### src/verilog/ddp_consts.svh
// Constants of the dual data pointer unit: SFR addresses, field positions, reset values.
// Assumes an 8-bit special-function bus with byte addresses.
`ifndef DDP_CONSTS_SVH
`define DDP_CONSTS_SVH
`define DDP_ADDR_PTR_LO 8'h82
`define DDP_ADDR_PTR_HI 8'h83
`define DDP_ADDR_CTRL 8'h85
`define DDP_ADDR_MODE 8'h86
`define DDP_CTRL_RESET 8'h00
`define DDP_MODE_RESET 8'h00
`define DDP_CTRL_SEL_BIT 0
`define DDP_CTRL_TOGGLE_BIT 6
`define DDP_MODE_ZERO_LSB 0
`define DDP_MODE_ONE_LSB 2
`define DDP_PTR_RESET 16'h0000
`endif

### src/verilog/ddp_pkg.sv
// Types of the dual data pointer unit.
// Assumes the constants header is included by users that need numbers.
package ddp_pkg;
  typedef enum logic [1:0] {
    DDP_MODE_HOLD = 2'b00,
    DDP_MODE_RSVD = 2'b01,
    DDP_MODE_INC = 2'b10,
    DDP_MODE_DEC = 2'b11
  } ddp_mode_t;
endpackage : ddp_pkg

### src/verilog/ddp_pointer.sv
// One background pointer register with step logic.
// Assumes the parent decides selection, writes and steps.
`timescale 1ns/10ps
module ddp_pointer #(
  parameter int WIDTH = 16
) (
  input wire logic clock,
  input wire logic nrst,
  input wire logic wr_lo,
  input wire logic wr_hi,
  input wire logic [7:0] wdata,
  input wire logic step,
  input wire ddp_pkg::ddp_mode_t mode,
  output logic [WIDTH-1:0] value
);
  import ddp_pkg::*;
  logic [WIDTH-1:0] ptr_ff;
  logic [WIDTH-1:0] nxt_ptr;
  initial begin
    if (WIDTH != 16) begin
      $error("ddp_pointer supports only a 16-bit pointer");
    end
  end
  always_comb begin
    nxt_ptr = ptr_ff;
    if (step) begin
      case (mode)
        DDP_MODE_INC: nxt_ptr = ptr_ff + 16'h0001;
        DDP_MODE_DEC: nxt_ptr = ptr_ff - 16'h0001;
        default: nxt_ptr = ptr_ff;
      endcase
    end
    // A window write beats a step in the same cycle for the byte it writes; the other byte keeps the stepped value.
    if (wr_lo) begin
      nxt_ptr[7:0] = wdata;
    end
    if (wr_hi) begin
      nxt_ptr[15:8] = wdata;
    end
  end
  always_ff @(posedge clock or negedge nrst) begin
    if (!nrst) begin
      ptr_ff <= 16'h0000;
    end else begin
      ptr_ff <= nxt_ptr;
    end
  end
  assign value = ptr_ff;
endmodule : ddp_pointer

### src/verilog/ddp_unit.sv
// Dual data pointer unit: two background pointers behind one SFR pointer window.
// Assumes the core gives one-cycle SFR strobes and a one-cycle pulse when an
// external data move using the pointer has finished with the old pointer value.
`timescale 1ns/10ps
`include "ddp_consts.svh"
module ddp_unit #(
  parameter int PTR_WIDTH = 16
) (
  input wire logic clock,
  input wire logic nrst,
  input wire logic [7:0] sfr_addr,
  input wire logic sfr_wr,
  input wire logic sfr_rd,
  input wire logic [7:0] sfr_wdata,
  input wire logic external_data_move_done,
  output logic [7:0] sfr_rdata_ff,
  output logic sfr_hit_ff,
  output logic [PTR_WIDTH-1:0] architectural_pointer_ff,
  output logic pointer_select_bit_ff,
  output logic auto_toggle_enable_ff
);
  import ddp_pkg::*;
  logic [3:0] pointer_mode_ff;
  logic [PTR_WIDTH-1:0] ptr_zero;
  logic [PTR_WIDTH-1:0] ptr_one;
  logic [PTR_WIDTH-1:0] sel_ptr;
  logic wr_lo;
  logic wr_hi;
  logic wr_ctrl;
  logic wr_mode;
  logic hit;
  logic [7:0] nxt_rdata;
  logic [PTR_WIDTH-1:0] nxt_arch;
  logic nxt_sel;
  ddp_mode_t mode_zero;
  ddp_mode_t mode_one;

  initial begin
    if (PTR_WIDTH != 16) begin
      $error("ddp_unit supports only a 16-bit pointer");
    end
  end

  assign wr_lo = sfr_wr && (sfr_addr == `DDP_ADDR_PTR_LO);
  assign wr_hi = sfr_wr && (sfr_addr == `DDP_ADDR_PTR_HI);
  assign wr_ctrl = sfr_wr && (sfr_addr == `DDP_ADDR_CTRL);
  assign wr_mode = sfr_wr && (sfr_addr == `DDP_ADDR_MODE);
  assign hit = (sfr_addr == `DDP_ADDR_PTR_LO) || (sfr_addr == `DDP_ADDR_PTR_HI)
    || (sfr_addr == `DDP_ADDR_CTRL) || (sfr_addr == `DDP_ADDR_MODE);
  assign mode_zero = ddp_mode_t'(pointer_mode_ff[`DDP_MODE_ZERO_LSB +: 2]);
  assign mode_one = ddp_mode_t'(pointer_mode_ff[`DDP_MODE_ONE_LSB +: 2]);
  assign sel_ptr = pointer_select_bit_ff ? ptr_one : ptr_zero;

  // Write strobes reach only the selected pointer, so the other stays hidden.
  ddp_pointer #(.WIDTH(PTR_WIDTH)) u_ptr_zero (
    .clock(clock),
    .nrst(nrst),
    .wr_lo(wr_lo && !pointer_select_bit_ff),
    .wr_hi(wr_hi && !pointer_select_bit_ff),
    .wdata(sfr_wdata),
    .step(external_data_move_done && !pointer_select_bit_ff),
    .mode(mode_zero),
    .value(ptr_zero)
  );
  ddp_pointer #(.WIDTH(PTR_WIDTH)) u_ptr_one (
    .clock(clock),
    .nrst(nrst),
    .wr_lo(wr_lo && pointer_select_bit_ff),
    .wr_hi(wr_hi && pointer_select_bit_ff),
    .wdata(sfr_wdata),
    .step(external_data_move_done && pointer_select_bit_ff),
    .mode(mode_one),
    .value(ptr_one)
  );

  // A control write in the same cycle as a toggle wins, since software intent is explicit.
  always_comb begin
    nxt_sel = pointer_select_bit_ff;
    if (external_data_move_done && auto_toggle_enable_ff) begin
      nxt_sel = !pointer_select_bit_ff;
    end
    if (wr_ctrl) begin
      nxt_sel = sfr_wdata[`DDP_CTRL_SEL_BIT];
    end
  end

  always_ff @(posedge clock or negedge nrst) begin
    if (!nrst) begin
      pointer_select_bit_ff <= 1'((`DDP_CTRL_RESET >> `DDP_CTRL_SEL_BIT) & 8'h01);
      auto_toggle_enable_ff <= 1'((`DDP_CTRL_RESET >> `DDP_CTRL_TOGGLE_BIT) & 8'h01);
    end else begin
      pointer_select_bit_ff <= nxt_sel;
      if (wr_ctrl) begin
        auto_toggle_enable_ff <= sfr_wdata[`DDP_CTRL_TOGGLE_BIT];
      end
    end
  end

  always_ff @(posedge clock or negedge nrst) begin
    if (!nrst) begin
      pointer_mode_ff <= 4'(`DDP_MODE_RESET);
    end else if (wr_mode) begin
      pointer_mode_ff <= sfr_wdata[3:0];
    end
  end

  // Reserved bits read as zero.
  always_comb begin
    nxt_rdata = 8'h00;
    case (sfr_addr)
      `DDP_ADDR_PTR_LO: nxt_rdata = sel_ptr[7:0];
      `DDP_ADDR_PTR_HI: nxt_rdata = sel_ptr[15:8];
      `DDP_ADDR_CTRL: begin
        nxt_rdata[`DDP_CTRL_SEL_BIT] = pointer_select_bit_ff;
        nxt_rdata[`DDP_CTRL_TOGGLE_BIT] = auto_toggle_enable_ff;
      end
      `DDP_ADDR_MODE: nxt_rdata = {4'h0, pointer_mode_ff};
      default: nxt_rdata = 8'h00;
    endcase
  end

  always_ff @(posedge clock or negedge nrst) begin
    if (!nrst) begin
      sfr_rdata_ff <= 8'h00;
      sfr_hit_ff <= 1'b0;
    end else begin
      sfr_rdata_ff <= sfr_rd ? nxt_rdata : 8'h00;
      sfr_hit_ff <= sfr_rd && hit;
    end
  end

  // The address output lags the pointer by one cycle so it comes from a flop.
  assign nxt_arch = sel_ptr;
  always_ff @(posedge clock or negedge nrst) begin
    if (!nrst) begin
      architectural_pointer_ff <= `DDP_PTR_RESET;
    end else begin
      architectural_pointer_ff <= nxt_arch;
    end
  end
endmodule : ddp_unit

### config.mk
export PLATFORM = sky130hd
export DESIGN_NAME = ddp_unit
export DESIGN_NICKNAME = d
export VERILOG_FILES = /design/src/verilog/ddp_pkg.sv /design/src/verilog/ddp_pointer.sv /design/src/verilog/ddp_unit.sv
export VERILOG_INCLUDE_DIRS = /design/src /design/src/verilog
export SDC_FILE = /design/constraint.sdc
export NUM_CORES = 1
export LEC_CHECK = 0
export CORE_ASPECT_RATIO = 1.5
export CORE_MARGIN = 5
export CORE_UTILIZATION = 35
export CTS_BUF_LIST = sky130_fd_sc_hd__clkbuf_4 sky130_fd_sc_hd__clkbuf_8
export DETAILED_ROUTE_END_ITERATION = 10
export DONT_BUFFER_PORTS = 1
export GPL_TIMING_DRIVEN = 0
export PLACE_DENSITY_LB_ADDON = 0.3
export SYNTH_ARGS = -nofsm -noshare
export SYNTH_HDL_FRONTEND = slang
export SYNTH_HIERARCHICAL = 1
export SYNTH_SLANG_ARGS = --single-unit
### constraint.sdc
create_clock -name clock -period 2.55 [get_ports clock]
set_input_delay 0.51 -clock clock [delete_from_list [all_inputs] [get_ports clock]]
set_output_delay 0.51 -clock clock [all_outputs]
set_load 0.03 [all_outputs]
==> metrics <==
Synth Area in Adders=0.517%; first-pass GRT wire length=24.6 mm; fin. max-slew vios=0; prevailing post-synth register cell=dfrtp_1; post-detailed-placement half-perimeter wirelength=11.9 mm; CTS Sinks=63; Synth top area share=32.6%; syn_area_per_cell=9.02 sq um; Die Y=154 um; DRT antenna net count=0; clock insertion delay at the later pin of the skew report=0.37 ns; Worst IR Drop VDD=0.186 mV; final worst slack=0.0536 ns; IO Pins=48; number of enable flip-flop cells after synthesis=0; Warnings, synthesis=6; DP Worst Slack=-0.423 ns; CTS Buffer Depth=2; Synth cell types=72; post-layout minimum cycle time=2.50 ns; R2R Setup Slk=0.05 ns; top routing layer in use=met4; DR vias/cell=6.21; sequential share of the synthesized area=32.6%; Async S/R FF share, synth=100%; final period utilization=97.9%; H-tree depth=3; Final Skew=0.00870 ns; WP buf/inv=2; Synth Net Count=559; met3 WL=680 um; initial antenna violation count=0; Initial Util=35.7%; worst rel slew slack=57.9%; Worst path max stage delay=0.43 ns; critical-path cell list=buf_6 -> nand2_4 -> buf_6 -> xnor2_1 -> ha_2 -> nand3_1 -> a21oi_2 -> mux2_2 -> or4_1 -> nand3_1; vias=4535; mux share of post-synthesis cell area=7.84%; largest net degree at the start of global routing=64; Register-to-Register Path Depth=10; Static Leak=2.20 nW; Die Width=106 um; CP Max Fanout=10; Post-Synth XOR/XNOR Area=2.72%; root buf cell=clkbuf_8; WP data arrival=2.79 ns; Final setup viols=0; die area=0.0163 sq mm; run status=finished clean; Total Wirelength=16.1 mm; PD cells=483 mW/mm^2; largest family of logic cells by synthesized area=simple AND/OR/NAND/NOR gates; Synth Instances=536; fin util=40.7%; top cells by area, synth=dfrtp_1, mux2_2, nand2_1; grt total ovfl=0; fin cells=730; crit start category=register; Port Buffer Count=0; worst slew pin tran=0.632 ns; Filler cells=1334; synth cell count leaders=dfrtp_1, nand2_1, mux2_2, o21ai_0, nor2_1; crit end category=register; critical path class=register to register; dominant cell type by area after synthesis=dfrtp_1; top-count cell post-synth=dfrtp_1; Final nets=586; worst min path class=input port to asynchronous set/reset pin; # placed instances=698; CTS clk-pin slew, worst paths=0.08 ns; Routed WL per cell=22.1 um; Synth Area in Compound Gates=16.8%; Slowest cell on crit path=dfrtp_2; ant diodes=0; Synth-to-Final Area Change=13.8%; Fin Setup TNS=0 ns; #FFs+latches synth=63; layout cells sized above 1=24.5%; Min Hold Slack=0.00274 ns; M1 wire length=5.91 mm; r2r startpoint=pointer_mode_ff[1]; Placeable Area=0.0135 sq mm; Post-Syn Area=0.00484 sq mm; CTS buffer count=9; Core Rows=52; DRC viols=0; CTS tree=built; 1st-iter DRT viols=317; RSZ-0062 raised after global routing=true; total track usage=19.6%; met2 wire length=8.65 mm; reg-to-reg endpoint=u_ptr_zero/value[8]; Top delay family on crit path=simple AND/OR/NAND/NOR gates; Final Hold Viols=0; Post-Synth Simple-Gate Area=34.7%; worst path required time=2.85 ns; Maximum Capacitance Violations=0; vias in the first global route=4302; drt pass-1 iters=5; Max Clk Rate=401 MHz; gpl congestion=0.976
-- registers in the layout, indices dropped and copies added, names as in the netlist --
| register | flops |
|---|---|
| sfr_hit_ff | 1 |
| pointer_select_bit_ff | 1 |
| u_ptr_one/value | 16 |
| architectural_pointer_ff | 16 |
| auto_toggle_enable_ff | 1 |
| sfr_rdata_ff | 8 |
| u_ptr_zero/value | 16 |
| pointer_mode_ff | 4 |
-- stage by stage --
step / cell area [sq um] / total power [mW]
2_1_floorplan: 4840 / 1.64
3_3_place_gp: 5040 / 1.80
3_5_place_dp: 5040 / 1.80
4_1_cts: 5360 / 2.67
5_1_grt: 5500 / 2.78
6_report: 5500 / 2.66
-- worst max path at each step --
| stage | startpoint | end | slack [ns] | cells after the start |
|---|---|---|---|---|
| 6_report | pointer_mode_ff[1] | u_ptr_zero/value[8] | 0.05 | 10 |
| 5_1_grt | pointer_mode_ff[1] | u_ptr_zero/value[8] | -0.08 | 10 |
| 4_1_cts | pointer_mode_ff[0] | u_ptr_zero/value[8] | -0.05 | 11 |
| 3_5_place_dp | pointer_mode_ff[1] | u_ptr_zero/value[8] | -0.42 | 10 |
| 3_3_place_gp | pointer_mode_ff[1] | u_ptr_zero/value[8] | -0.39 | 10 |
| 2_1_floorplan | pointer_mode_ff[3] | u_ptr_one/value[8] | 0.009 | 10 |
-- cell type report --
type / instances / area (sq um) / area share (%)
Buffer: 41 / 253 / 4.59
Clock buffer: 9 / 124 / 2.25
Clock inverter: 7 / 47.5 / 0.864
Inverter: 1 / 3.75 / 0.0682
Multi-Input combinational cell: 429 / 3140 / 57.0
Sequential cell: 63 / 1580 / 28.7
Tap cell: 162 / 203 / 3.68
Timing Repair Buffer: 18 / 155 / 2.82
-- layout by cell type (no fill, tap or decap), drive strengths merged, types with 5 or more instances in the layout --
master and count:
nand3b 12, nand2b 16, and3b 5, o211ai 7, xnor2 11, or3 18, or4 10, a21boi 8
nand2 61, and2 9, clkbuf 26, nor3 14, a22oi 6, mux2 31, nand4 8, nor2 20
dfrtp 63, nand4b 12, buf 42, nor3b 10, nand3 16, nor4 16, and3 10, o21ai 33
nor2b 7, a21oi 16
-- where the power goes --
part           leakage, nW  internal [mW]  switching (mW)
sequential           0.850           1.07           0.182
combinational         1.27          0.274           0.327
clock               0.0854          0.352           0.454
-- what timing repair did --
| action | in CTS | in global routing |
|---|---|---|
| resized for setup | 25 | 20 |
| setup buffers | 7 | 10 |
| hold buffers | 1 | 0 |
| pin swaps | 3 | 5 |
| endpoints found under the setup margin | 20 | 12 |
| endpoints found under the hold margin | 63 | 0 |
-- logic make-up (layout without fill, tap and decap cells) --
| family | count (synthesis) | count (layout) |
|---|---|---|
| muxes | 34 | 34 |
| DFF | 63 | 63 |
| AOI/OAI and AO/OA | 113 | 113 |
| xor gates and xnor gates | 15 | 15 |
| adders and majority gates | 2 | 2 |
| buffers and inverters | 44 | 76 |
| and+or+nand+nor | 265 | 265 |
-- layer usage --
layer  global-route usage [%]  vias to the layer above
met5                        0                        -
met4                     10.8                        0
met3                     2.14                       61
met2                     36.4                      176
met1                     21.3                     2234
li1                         -                     2064
Note: power is estimated with default switching activity, not from simulation.
